==> src/rtl/spc_pkg.sv <==
// package for serial port mode and infrared configuration block
package spc_pkg;
  // register byte addresses (each register one aligned 32-bit word)
  localparam logic [7:0] OFS_ONE_MODE = 8'h00;
  localparam logic [7:0] OFS_TWO_MODE = 8'h04;
  localparam logic [7:0] OFS_IR_OPT = 8'h08;
  localparam logic [7:0] OFS_IR_TMO = 8'h0C;
  localparam logic [7:0] OFS_IR_STAT = 8'h10;
  // printed register indices within each logical device
  localparam logic [7:0] IDX_MODE = 8'hF0;
  localparam logic [7:0] IDX_IR_OPT = 8'hF1;
  localparam logic [7:0] IDX_IR_TMO = 8'hF2;
  // reset values
  localparam logic [7:0] RST_ONE_MODE = 8'h00;
  localparam logic [7:0] RST_TWO_MODE = 8'h00;
  localparam logic [7:0] RST_IR_OPT = 8'h02;
  localparam logic [7:0] RST_IR_TMO = 8'h03;
  // field positions
  localparam int BIT_MIDI = 0;
  localparam int BIT_HS = 1;
  localparam int BIT_SHARE = 7;
  localparam int BIT_RX_POL = 0;
  localparam int BIT_TX_POL = 1;
  localparam int BIT_HALF = 2;
  localparam int IRM_LO = 3;
  localparam int IRM_HI = 5;
  // writable masks (reserved bits read zero)
  localparam logic [7:0] MASK_ONE_MODE = 8'h83;
  localparam logic [7:0] MASK_TWO_MODE = 8'h03;
  localparam logic [7:0] MASK_IR_OPT = 8'h3F;
  // infrared mode codes
  typedef enum logic [2:0] {
    IRM_STANDARD = 3'b000,
    IRM_AMPLITUDE_SHIFT = 3'b010,
    IRM_IRDA = 3'b011
  } spc_ir_mode_t;
  // timing
  localparam int CLK_MHZ = 200;
  localparam int STEP_US = 100;
  localparam int STEP_CYC = STEP_US * CLK_MHZ;
  // axi response codes
  localparam logic [1:0] RESP_OKAY = 2'b00;
  localparam logic [1:0] RESP_SLVERR = 2'b10;
endpackage : spc_pkg

==> src/rtl/spc_serial_cfg.sv <==
// serial port mode registers, interrupt sharing and infrared half duplex blanking
//
// Implementation choice: the AXI4-Lite slave port.
`timescale 1ns/100ps

// Notes on behaviour
// [RULE_01] mode bit 0 enables midi support
// [RULE_02] mode bit 1 enables high speed
// [RULE_03] port one bit 7 shares interrupt
// [RULE_04] software writes zero to reserved mode bits
// [RULE_05] software assigns pins before setting sharing
// [RULE_06] sharing drives both interrupt outputs together
// [RULE_07] option bit 0 inverts receive input
// [RULE_08] option bit 1 inverts transmit, default low
// [RULE_09] option bit 2 selects half duplex
// [RULE_10] option bits 5:3 select port function
// [RULE_11] software writes zero to option bits 7:6
// [RULE_12] timeout counts 100 us steps up to 10 ms; the code accepts any 8-bit count, up to 255 steps (25.5 ms)
// [RULE_13] zero blanks only during activity
// [RULE_14] any reset source loads register defaults
// [RULE_15] half duplex blanks opposite direction
module spc_serial_cfg
  import spc_pkg::*;
#(
  parameter int STEP_CYCLES = STEP_CYC
) (
  // clock and reset
  input wire logic aclk,
  input wire logic aresetn,
  // extra reset sources, synchronous active high
  input wire logic vtr_por,
  input wire logic hard_reset,
  // axi4-lite write address
  input wire logic [7:0] s_axi_awaddr,
  input wire logic s_axi_awvalid,
  output logic s_axi_awready,
  // axi4-lite write data
  input wire logic [31:0] s_axi_wdata,
  input wire logic [3:0] s_axi_wstrb,
  input wire logic s_axi_wvalid,
  output logic s_axi_wready,
  // axi4-lite write response
  output logic [1:0] s_axi_bresp,
  output logic s_axi_bvalid,
  input wire logic s_axi_bready,
  // axi4-lite read
  input wire logic [7:0] s_axi_araddr,
  input wire logic s_axi_arvalid,
  output logic s_axi_arready,
  output logic [31:0] s_axi_rdata,
  output logic [1:0] s_axi_rresp,
  output logic s_axi_rvalid,
  input wire logic s_axi_rready,
  // uart core interrupt requests
  input wire logic first_serial_port_irq,
  input wire logic second_serial_port_irq,
  output logic first_serial_port_irq_out,
  output logic second_serial_port_irq_out,
  // mode outputs
  output logic first_serial_port_midi,
  output logic first_serial_port_high_speed,
  output logic second_serial_port_midi,
  output logic second_serial_port_high_speed,
  output logic [2:0] ir_mode,
  // infrared line side
  input wire logic ir_rx_pin,
  output logic ir_tx_pin,
  // second uart core side
  input wire logic core_tx_data,
  input wire logic core_tx_active,
  output logic core_rx_data,
  output logic core_rx_active
);

  logic rst;
  assign rst = !aresetn || vtr_por || hard_reset;

  logic [7:0] one_mode_q;
  logic [7:0] two_mode_q;
  logic [7:0] ir_opt_q;
  logic [7:0] ir_tmo_q;

  // write channel capture
  logic aw_held_q;
  logic w_held_q;
  logic [7:0] awaddr_q;
  logic [31:0] wdata_q;
  logic wstrb0_q;
  logic do_write;
  assign do_write = aw_held_q && w_held_q && !s_axi_bvalid;

  always_ff @(posedge aclk) begin
    if (rst) begin
      aw_held_q <= 1'b0;
      awaddr_q <= 8'h00;
    end else if (s_axi_awvalid && s_axi_awready) begin
      aw_held_q <= 1'b1;
      awaddr_q <= s_axi_awaddr;
    end else if (do_write) begin
      aw_held_q <= 1'b0;
    end
  end

  always_ff @(posedge aclk) begin
    if (rst) begin
      w_held_q <= 1'b0;
      wdata_q <= 32'h0000_0000;
      wstrb0_q <= 1'b0;
    end else if (s_axi_wvalid && s_axi_wready) begin
      w_held_q <= 1'b1;
      wdata_q <= s_axi_wdata;
      wstrb0_q <= s_axi_wstrb[0];
    end else if (do_write) begin
      w_held_q <= 1'b0;
    end
  end

  always_ff @(posedge aclk) begin
    if (rst) begin
      s_axi_awready <= 1'b0;
      s_axi_wready <= 1'b0;
    end else begin
      s_axi_awready <= !aw_held_q && !(s_axi_awvalid && s_axi_awready);
      s_axi_wready <= !w_held_q && !(s_axi_wvalid && s_axi_wready);
    end
  end

  function automatic logic addr_known(input logic [7:0] a);
    return a == OFS_ONE_MODE || a == OFS_TWO_MODE || a == OFS_IR_OPT || a == OFS_IR_TMO || a == OFS_IR_STAT;
  endfunction : addr_known

  always_ff @(posedge aclk) begin
    if (rst) begin
      s_axi_bvalid <= 1'b0;
      s_axi_bresp <= RESP_OKAY;
    end else if (do_write) begin
      s_axi_bvalid <= 1'b1;
      s_axi_bresp <= addr_known(awaddr_q) ? RESP_OKAY : RESP_SLVERR;
    end else if (s_axi_bready) begin
      s_axi_bvalid <= 1'b0;
    end
  end

  // [RULE_14] defaults on every reset source
  always_ff @(posedge aclk) begin
    if (rst) begin
      one_mode_q <= RST_ONE_MODE;
      two_mode_q <= RST_TWO_MODE;
      ir_opt_q <= RST_IR_OPT;
      ir_tmo_q <= RST_IR_TMO;
    end else if (do_write && wstrb0_q) begin
      unique case (awaddr_q)
        OFS_ONE_MODE: one_mode_q <= wdata_q[7:0] & MASK_ONE_MODE;
        OFS_TWO_MODE: two_mode_q <= wdata_q[7:0] & MASK_TWO_MODE;
        OFS_IR_OPT: ir_opt_q <= wdata_q[7:0] & MASK_IR_OPT;
        OFS_IR_TMO: ir_tmo_q <= wdata_q[7:0];
        default: ;
      endcase
    end
  end

  // read channel
  logic blank_rx;
  logic blank_tx;
  always_ff @(posedge aclk) begin
    if (rst) begin
      s_axi_arready <= 1'b0;
      s_axi_rvalid <= 1'b0;
      s_axi_rdata <= 32'h0000_0000;
      s_axi_rresp <= RESP_OKAY;
    end else if (s_axi_rvalid) begin
      s_axi_arready <= 1'b0;
      if (s_axi_rready) begin
        s_axi_rvalid <= 1'b0;
      end
    end else if (s_axi_arvalid && s_axi_arready) begin
      s_axi_arready <= 1'b0;
      s_axi_rvalid <= 1'b1;
      s_axi_rresp <= addr_known(s_axi_araddr) ? RESP_OKAY : RESP_SLVERR;
      unique case (s_axi_araddr)
        OFS_ONE_MODE: s_axi_rdata <= {24'h00_0000, one_mode_q};
        OFS_TWO_MODE: s_axi_rdata <= {24'h00_0000, two_mode_q};
        OFS_IR_OPT: s_axi_rdata <= {24'h00_0000, ir_opt_q};
        OFS_IR_TMO: s_axi_rdata <= {24'h00_0000, ir_tmo_q};
        OFS_IR_STAT: s_axi_rdata <= {30'h0000_0000, blank_tx, blank_rx};
        default: s_axi_rdata <= 32'h0000_0000;
      endcase
    end else begin
      s_axi_arready <= 1'b1;
    end
  end

  // [RULE_01] [RULE_02] mode outputs
  always_ff @(posedge aclk) begin
    if (rst) begin
      first_serial_port_midi <= 1'b0;
      first_serial_port_high_speed <= 1'b0;
      second_serial_port_midi <= 1'b0;
      second_serial_port_high_speed <= 1'b0;
      ir_mode <= IRM_STANDARD;
    end else begin
      first_serial_port_midi <= one_mode_q[BIT_MIDI];
      first_serial_port_high_speed <= one_mode_q[BIT_HS];
      second_serial_port_midi <= two_mode_q[BIT_MIDI];
      second_serial_port_high_speed <= two_mode_q[BIT_HS];
      // [RULE_10] port function select
      ir_mode <= ir_opt_q[IRM_HI:IRM_LO];
    end
  end

  // [RULE_03] [RULE_06] interrupt sharing
  always_ff @(posedge aclk) begin
    if (rst) begin
      first_serial_port_irq_out <= 1'b0;
      second_serial_port_irq_out <= 1'b0;
    end else if (one_mode_q[BIT_SHARE]) begin
      first_serial_port_irq_out <= first_serial_port_irq || second_serial_port_irq;
      second_serial_port_irq_out <= first_serial_port_irq || second_serial_port_irq;
    end else begin
      first_serial_port_irq_out <= first_serial_port_irq;
      second_serial_port_irq_out <= second_serial_port_irq;
    end
  end

  // receive pin synchroniser
  logic rx_meta_q;
  logic rx_sync_q;
  always_ff @(posedge aclk) begin
    if (rst) begin
      rx_meta_q <= 1'b0;
      rx_sync_q <= 1'b0;
    end else begin
      rx_meta_q <= ir_rx_pin;
      rx_sync_q <= rx_meta_q;
    end
  end

  // [RULE_07] receive polarity to active high
  logic rx_level;
  assign rx_level = rx_sync_q ^ ir_opt_q[BIT_RX_POL];

  // [RULE_12] [RULE_13] hold timers after activity
  logic [7:0] tx_steps_q;
  logic [7:0] rx_steps_q;
  logic [$clog2(STEP_CYCLES+1)-1:0] tx_cyc_q;
  logic [$clog2(STEP_CYCLES+1)-1:0] rx_cyc_q;
  localparam logic [$clog2(STEP_CYCLES+1)-1:0] STEP_LAST = ($clog2(STEP_CYCLES+1))'(STEP_CYCLES - 1);

  always_ff @(posedge aclk) begin
    if (rst || core_tx_active) begin
      tx_steps_q <= rst ? 8'h00 : ir_tmo_q;
      tx_cyc_q <= '0;
    end else if (tx_steps_q != 8'h00) begin
      if (tx_cyc_q == STEP_LAST) begin
        tx_cyc_q <= '0;
        tx_steps_q <= tx_steps_q - 8'h01;
      end else begin
        tx_cyc_q <= tx_cyc_q + 1'b1;
      end
    end
  end

  always_ff @(posedge aclk) begin
    if (rst || rx_level) begin
      rx_steps_q <= rst ? 8'h00 : ir_tmo_q;
      rx_cyc_q <= '0;
    end else if (rx_steps_q != 8'h00) begin
      if (rx_cyc_q == STEP_LAST) begin
        rx_cyc_q <= '0;
        rx_steps_q <= rx_steps_q - 8'h01;
      end else begin
        rx_cyc_q <= rx_cyc_q + 1'b1;
      end
    end
  end

  // [RULE_09] [RULE_15] half duplex blanking
  assign blank_rx = ir_opt_q[BIT_HALF] && (core_tx_active || tx_steps_q != 8'h00);
  assign blank_tx = ir_opt_q[BIT_HALF] && !blank_rx && (rx_level || rx_steps_q != 8'h00);

  // [RULE_08] transmit polarity, idle is inactive level
  always_ff @(posedge aclk) begin
    if (rst) begin
      ir_tx_pin <= RST_IR_OPT[BIT_TX_POL];
      core_rx_data <= 1'b0;
      core_rx_active <= 1'b0;
    end else begin
      ir_tx_pin <= (core_tx_data && !blank_tx) ^ ir_opt_q[BIT_TX_POL];
      core_rx_data <= rx_level && !blank_rx;
      core_rx_active <= blank_rx;
    end
  end

  // [RULE_06]
  chk_share_both_irq: assert property (@(posedge aclk) disable iff (rst) // [RULE_06]
    !rst && one_mode_q[BIT_SHARE] && (first_serial_port_irq || second_serial_port_irq)
    |=> first_serial_port_irq_out && second_serial_port_irq_out)
    else $error("shared interrupt not on both outputs");
  // [RULE_03]
  chk_own_irq_line: assert property (@(posedge aclk) disable iff (rst) // [RULE_03]
    !rst && !one_mode_q[BIT_SHARE] |=> second_serial_port_irq_out == $past(second_serial_port_irq))
    else $error("unshared interrupt not passed through");
  // [RULE_01]
  chk_midi_follow: assert property (@(posedge aclk) disable iff (rst) // [RULE_01]
    !rst |=> first_serial_port_midi == $past(one_mode_q[BIT_MIDI])
      && second_serial_port_midi == $past(two_mode_q[BIT_MIDI]))
    else $error("midi output mismatch");
  // [RULE_02]
  chk_hs_follow: assert property (@(posedge aclk) disable iff (rst) // [RULE_02]
    !rst |=> first_serial_port_high_speed == $past(one_mode_q[BIT_HS])
      && second_serial_port_high_speed == $past(two_mode_q[BIT_HS]))
    else $error("high speed output mismatch");
  // [RULE_14]
  chk_reset_values: assert property (@(posedge aclk) // [RULE_14]
    rst |=> ir_opt_q == RST_IR_OPT && ir_tmo_q == RST_IR_TMO && one_mode_q == RST_ONE_MODE
      && two_mode_q == RST_TWO_MODE)
    else $error("reset defaults wrong");
  // [RULE_10]
  chk_ir_mode: assert property (@(posedge aclk) disable iff (rst) // [RULE_10]
    !rst |=> ir_mode == $past(ir_opt_q[IRM_HI:IRM_LO]))
    else $error("ir mode output mismatch");
  // [RULE_09]
  chk_full_no_blank: assert property (@(posedge aclk) disable iff (rst) // [RULE_09]
    !ir_opt_q[BIT_HALF] |-> !blank_rx && !blank_tx)
    else $error("blanking in full duplex");
  // [RULE_13]
  chk_zero_tmo: assert property (@(posedge aclk) disable iff (rst) // [RULE_13]
    ir_tmo_q == 8'h00 && $fell(core_tx_active) |=> tx_steps_q == 8'h00)
    else $error("zero timeout extended blanking");
  // [RULE_15]
  chk_rx_blank: assert property (@(posedge aclk) disable iff (rst) // [RULE_15]
    ir_opt_q[BIT_HALF] && core_tx_active |=> !core_rx_data)
    else $error("receive not blanked while sending");
  // [RULE_08]
  chk_tx_polarity: assert property (@(posedge aclk) disable iff (rst) // [RULE_08]
    !rst && !core_tx_data |=> ir_tx_pin == $past(ir_opt_q[BIT_TX_POL]))
    else $error("idle transmit level wrong");
  // [RULE_09]
  chk_full_tx_pass: assert property (@(posedge aclk) disable iff (rst) // [RULE_09]
    !rst && !ir_opt_q[BIT_HALF] |=> ir_tx_pin == ($past(core_tx_data) ^ $past(ir_opt_q[BIT_TX_POL])))
    else $error("full duplex transmit blocked");
  // [RULE_13]
  chk_hold_after_tx: assert property (@(posedge aclk) disable iff (rst) // [RULE_13]
    !$past(rst) && ir_opt_q[BIT_HALF] && $past(ir_tmo_q) != 8'h00 && $fell(core_tx_active) |-> blank_rx)
    else $error("no receive blanking after transmit");
  // [RULE_15]
  chk_tx_blank_idle: assert property (@(posedge aclk) disable iff (rst) // [RULE_15]
    !rst && blank_tx |=> ir_tx_pin == $past(ir_opt_q[BIT_TX_POL]))
    else $error("transmit not blanked after receive");

  cov_share: cover property (@(posedge aclk) disable iff (rst) one_mode_q[BIT_SHARE] && first_serial_port_irq);
  cov_half_rx_blank: cover property (@(posedge aclk) disable iff (rst) blank_rx && rx_level);
  cov_half_tx_blank: cover property (@(posedge aclk) disable iff (rst) blank_tx && core_tx_data);
  cov_write_ack: cover property (@(posedge aclk) disable iff (rst) s_axi_bvalid && s_axi_bready);

endmodule : spc_serial_cfg

==> config.mk <==
export PLATFORM = sky130hd
export DESIGN_NAME = spc_serial_cfg
export DESIGN_NICKNAME = d
export VERILOG_FILES = /design/src/rtl/spc_pkg.sv /design/src/rtl/spc_serial_cfg.sv
export SDC_FILE = /design/constraint.sdc
export NUM_CORES = 1
export LEC_CHECK = 0
export BUFFER_PORTS_ARGS = -buffer_cell sky130_fd_sc_hd__buf_2
export CAP_MARGIN = 20
export CELL_PAD_IN_SITES_DETAIL_PLACEMENT = 0
export CELL_PAD_IN_SITES_GLOBAL_PLACEMENT = 1
export CORE_MARGIN = 1
export CORE_UTILIZATION = 44
export DETAILED_ROUTE_END_ITERATION = 8
export PLACE_DENSITY_LB_ADDON = 0.12
export SLEW_MARGIN = 20
export SYNTH_ARGS = -nofsm -noshare
export SYNTH_HDL_FRONTEND = slang
export SYNTH_SLANG_ARGS = --single-unit
==> constraint.sdc <==
create_clock -name aclk -period 3.27 [get_ports aclk]
set_input_delay 0.327 -clock aclk [delete_from_list [all_inputs] [get_ports aclk]]
set_output_delay 0.327 -clock aclk [all_outputs]
set_load 0.02 [all_outputs]
; ---- Word-level counts from Yosys, hierarchy flattened
; Cells that the tools add are included.
; Widths: inputs -> output; s select.
[totals]
ff_bits = 139
in_bits = 66
output_inout_bits = 53
[op_classes]
add_sub_neg = 4
n_eq_ne = 10
muxes = 23
n_bitwise = 3
n_reduce_logical = 55
[op_table]
columns = cell, count
row1 = $mux 8, 7
row2 = $pmux 8 s5, 1
row3 = $eq 8x4->1 const B, 4
row4 = $add 15x1->15 const B, 2
row5 = $eq 15x15->1 const B, 2
row6 = $mux 15, 2
row7 = $eq 8x3->1 const B, 2
row8 = $eq 8x5->1 const B, 2
row9 = $logic_not 8->1, 2
row10 = $reduce_bool 8->1, 2
row11 = $sub 8x1->8 const B, 2
row12 = $logic_or 1x1->1, 15
row13 = $reduce_and 2->1, 7
row14 = $reduce_bool 2->1, 7
row15 = $logic_and 1x1->1, 13
row16 = $mux 1, 11
row17 = $logic_not 1->1, 8
row18 = $mux 2, 2
row19 = $reduce_or 2->1, 1
row20 = $xor 1x1->1, 2
row21 = $not 1->1, 1

; ---- Longest topological paths before layout
[depth]
word_depth = 9
ltp_mapped = 7

; ---- Worst setup path after synthesis
; OpenSTA, ideal clock, no wires.
[synth_timing]
path_type = reg-to-reg
from = register rx_cyc_q[8]
to = register rx_steps_q[0] (enable)
arrival_time_ns = 1.695
path_slack_ns = 1.249
stages_incl_launch_ff = 5
path_buffers = 1
period_less_slack_ns = 2.021
path_cell_list = dfxtp_1 or4b_2 nor3_1 a21o_1 buf_2
[synth_between]
elab_chain_cells = 3
[synth_rtl]
columns = element, line
row1 = from (decl), spc_serial_cfg.sv:246  ; logic [$clog2(STEP_CYCLES+1)-1:0] rx_cyc_q;
row2 = from (signal assigned), spc_serial_cfg.sv:272  ; rx_cyc_q <= rx_cyc_q + 1'b1;
row3 = $eq 15x15->1, spc_serial_cfg.sv:268  ; if (rx_cyc_q == STEP_LAST) begin
row4 = $reduce_bool 2->1 (no line), --
row5 = $reduce_and 2->1 (no line), --
row6 = to (signal assigned), spc_serial_cfg.sv:265  ; rx_steps_q <= rst ? 8'h00 : ir_tmo_q;
row7 = to (signal assigned), spc_serial_cfg.sv:270  ; rx_steps_q <= rx_steps_q - 8'h01;
row8 = to (decl), spc_serial_cfg.sv:244  ; logic [7:0] rx_steps_q;
; Every way passes these cells.
; A chain may end at the register's enable or synchronous reset.

; ---- Final worst setup path
[layout_timing]
from = register rx_cyc_q[8]
to = register rx_steps_q[1] (enable)
; Same word-level chain as after synthesis.

==> reports/qor.txt <==
CP required - 3.30 ns
Cts hold-fix bufs - 0
Power per cell area - 577 nW/um2
Initial core utilization - 45.9%
Crit path time final - 2.43 ns
Fin Clk Skew - 0.0101 ns
Total net switching power - 813 uW
Number of max-cap violations - 0
Max FO, Critical Path - 20
Static Leak - 2.29 nW
DP HPWL - 8290 um
DR WL met2 - 6210 um
Global-route wire length before repair - 20000 um
DR WL/cell - 14.9 um
CP Cell Sequence - or4b_2 -> nor3_1 -> a21o_1
Final period utilization - 74.5%
Top Family by Delay on Critical Path - simple AND/OR/NAND/NOR gates
RSZ-0062 raised after global routing - no
Slew @ Worst Pin - 0.820 ns
Die width - 112 um
Post-synth ARST share - 0%
Register area share after synthesis - 45.7%
Port-buffer cells - 65
Final core occ - 54.1%
YS warnings - 0
Worst path arrival time - 2.47 ns
Drc violations - 2
Area of the mapped netlist - 5300 um2
CP Class - reg2reg
Most frequent cells in the layout - 97 x dfxtp_1, 71 x nand2_1, 69 x a21oi_1
Largest area contributor in the netlist - dfxtp_1
Crit end category - register
WL met1 - 5210 um
Synth Register Bits - 113
Clock Sink Count - 113
Later-pin clock latency in the skew report - 0.41 ns
Synth top area share - 36.6%
Slowest-stage cell, CP - or4b_2
Sequential power share - 40.1%
Clk pwr share - 53.7%
Total track usage - 20.3%
CTS Buf Count - 17
Die height - 112 um
Top Layer Used - met4
Ant diodes - 0
Failing checks - design-rule violations
Worst relative slew slack - 45.2%
DIE AREA - 12500 um2
Vias in the first global route - 4299
Pint - 2.80 mW
Largest net degree at the start of global routing - 69
Pre-antenna DRT Iters - 7
Bufs and invs on worst path - 0
Synth cell types - 55
Post-synth top flop - dfxtp_1
Number of fill cells in the layout - 1089
Vias per cell - 5.49
Share of post-route cells with drive strength above 1 - 18.1%
Final setup viols - 0
Core area - 11600 um2
Worst vdd ir - 0.308 mV
CTS Root Buffer Type - clkbuf_16
Area Overhead vs Synth - 17.9%
Comb power frac - 6.1%
Final hold vios - 0
Fmax - 411 MHz
Met3 WL - 550 um
Final wirelength - 12100 um
Global route overflow - 0
Sw Share - 22.5%
Clock tree from TritonCTS - yes
Synth area leaders - dfxtp_1 37%, edfxtp_1 9.1%, a21oi_1 6.5%
Final net count - 729
Startpoint class of the critical path - register
IO Count - 119
Post-synth EDFFs - 16
Worst-case clock buffer depth - 2
Reg clk slew, reported paths - 0.05 ns
Row cnt - 39
CTS H-tree lvls - 4
Post-CTS setup repair buffer count - 0
Synth Area per Inst - 8.88 um2
Commonest non-fill, non-tap cell in the layout - dfxtp_1
Total Neg Setup Slack - 0 ns
Gpl congestion - 0.813
Slowest stage delay, CP - 0.68 ns
Initial antenna violation count - 0
Gates resized, CTS repair - 0
Vias post-DR - 4466
Post-DRT Antenna Nets - 0
Status - complete, but fails checks
Slew Limit Fails - 0
Mapped Cells - 597
Hold WC Path Type - in2reg
DR iter-0 viols - 268
Yosys cell counts, types with 3 or more instances:
cell type and number:
xnor2_1 11, o31ai_1 21, xor2_1 7, a22oi_1 3
and3_1 4, nor3_1 8, a21oi_1 69, ha_1 6
a211o_1 3, nand3_1 24, o21ai_0 14, nor4_1 6
nand2b_1 4, or4_1 20, edfxtp_1 16, buf_2 4
inv_1 15, or3_1 8, nand2_1 71, mux2_2 3
a31oi_1 3, nor2_1 39, nand4_1 18, clkbuf_1 21
dfxtp_1 97, nor3b_1 4, and2_1 10, o21ai_1 10
mux2i_1 4, a211oi_1 12, buf_4 27
power groups by stage:
stage / Sequential (mW) / Combinational, mW / Clock [mW]
global placement: 1.47 / 0.218 / 0
floorplan: 1.47 / 0.180 / 0
global route: 1.45 / 0.247 / 2.04
detailed placement: 1.48 / 0.220 / 0
finish: 1.45 / 0.222 / 1.94
CTS: 1.45 / 0.222 / 1.97
path summary, 6_finish.rpt:
| check | startpoint | endpoint | slack (ns) | cells after the start |
|---|---|---|---|---|
| min | ir_rx_pin | rx_meta_q$_SDFF_PP0_ | 0.12 | 2 |
| max | rx_cyc_q[8]$_SDFFE_PN0P_ | rx_steps_q[1]$_DFFE_PP_ | 0.84 | 3 |
| max reg2reg | rx_cyc_q[8]$_SDFFE_PN0P_ | rx_steps_q[1]$_DFFE_PP_ | 0.84 | 3 |
| min reg2reg | rx_meta_q$_SDFF_PP0_ | rx_sync_q$_SDFF_PP0_ | 0.43 | 1 |
cell families (layout without fill, tap and decap cells):
logic type / Yosys count / after routing / share of synthesized area [%]
mux: 9 / 9 / 2.24
fa+ha+maj: 6 / 6 / 1.42
xor+xnor: 18 / 18 / 2.97
flops: 113 / 113 / 45.7
buf+inv: 74 / 122 / 7.74
simple gates: 230 / 230 / 22.7
compound gates: 146 / 146 / 17.2
other cells: 1 / 26 / 0.0707
through the flow:
step | power [mW] | cell area [um2] | hold slack (ns) | std cells | setup slack, ns
3_5_place_dp | 1.70 | 5620 | 0.415 | 781 | 0.839
6_report | 3.61 | 6250 | 0.120 | 813 | 0.835
5_1_grt | 3.73 | 6250 | 0.118 | 813 | 0.749
3_3_place_gp | 1.69 | 5620 | 0.418 | 781 | 0.892
2_1_floorplan | 1.65 | 5400 | 0.406 | 622 | 1.25
4_1_cts | 3.64 | 6250 | 0.0965 | 813 | 0.830
layout make-up:
class | count | area, um2 | area share [%]
tap | 143 | 179 | 2.86
timing repair buffer | 73 | 385 | 6.16
inverter | 17 | 63.8 | 1.02
multi-input combinational | 435 | 2570 | 41.1
clock buffer | 21 | 482 | 7.70
clock inverter | 11 | 150 | 2.40
sequential | 113 | 2420 | 38.7
per-layer routing:
layer / vias to the layer above / global-route usage (%)
met4: 0 / 8.74
li1: 2247 / -
met3: 12 / 5.72
met2: 117 / 35.2
met1: 2090 / 23.2
met5: - / 0
registers in the layout (all words and copies together) (netlist names), 2 cells and up:
signal	cells
wdata_q	8
ir_tmo_q	8
two_mode_q	2
ir_opt_q	6
s_axi_rdata	8
ir_mode	3
tx_cyc_q	15
awaddr_q	8
tx_steps_q	8
one_mode_q	3
rx_cyc_q	15
rx_steps_q	8
Note: power is estimated with default switching activity, not from simulation.
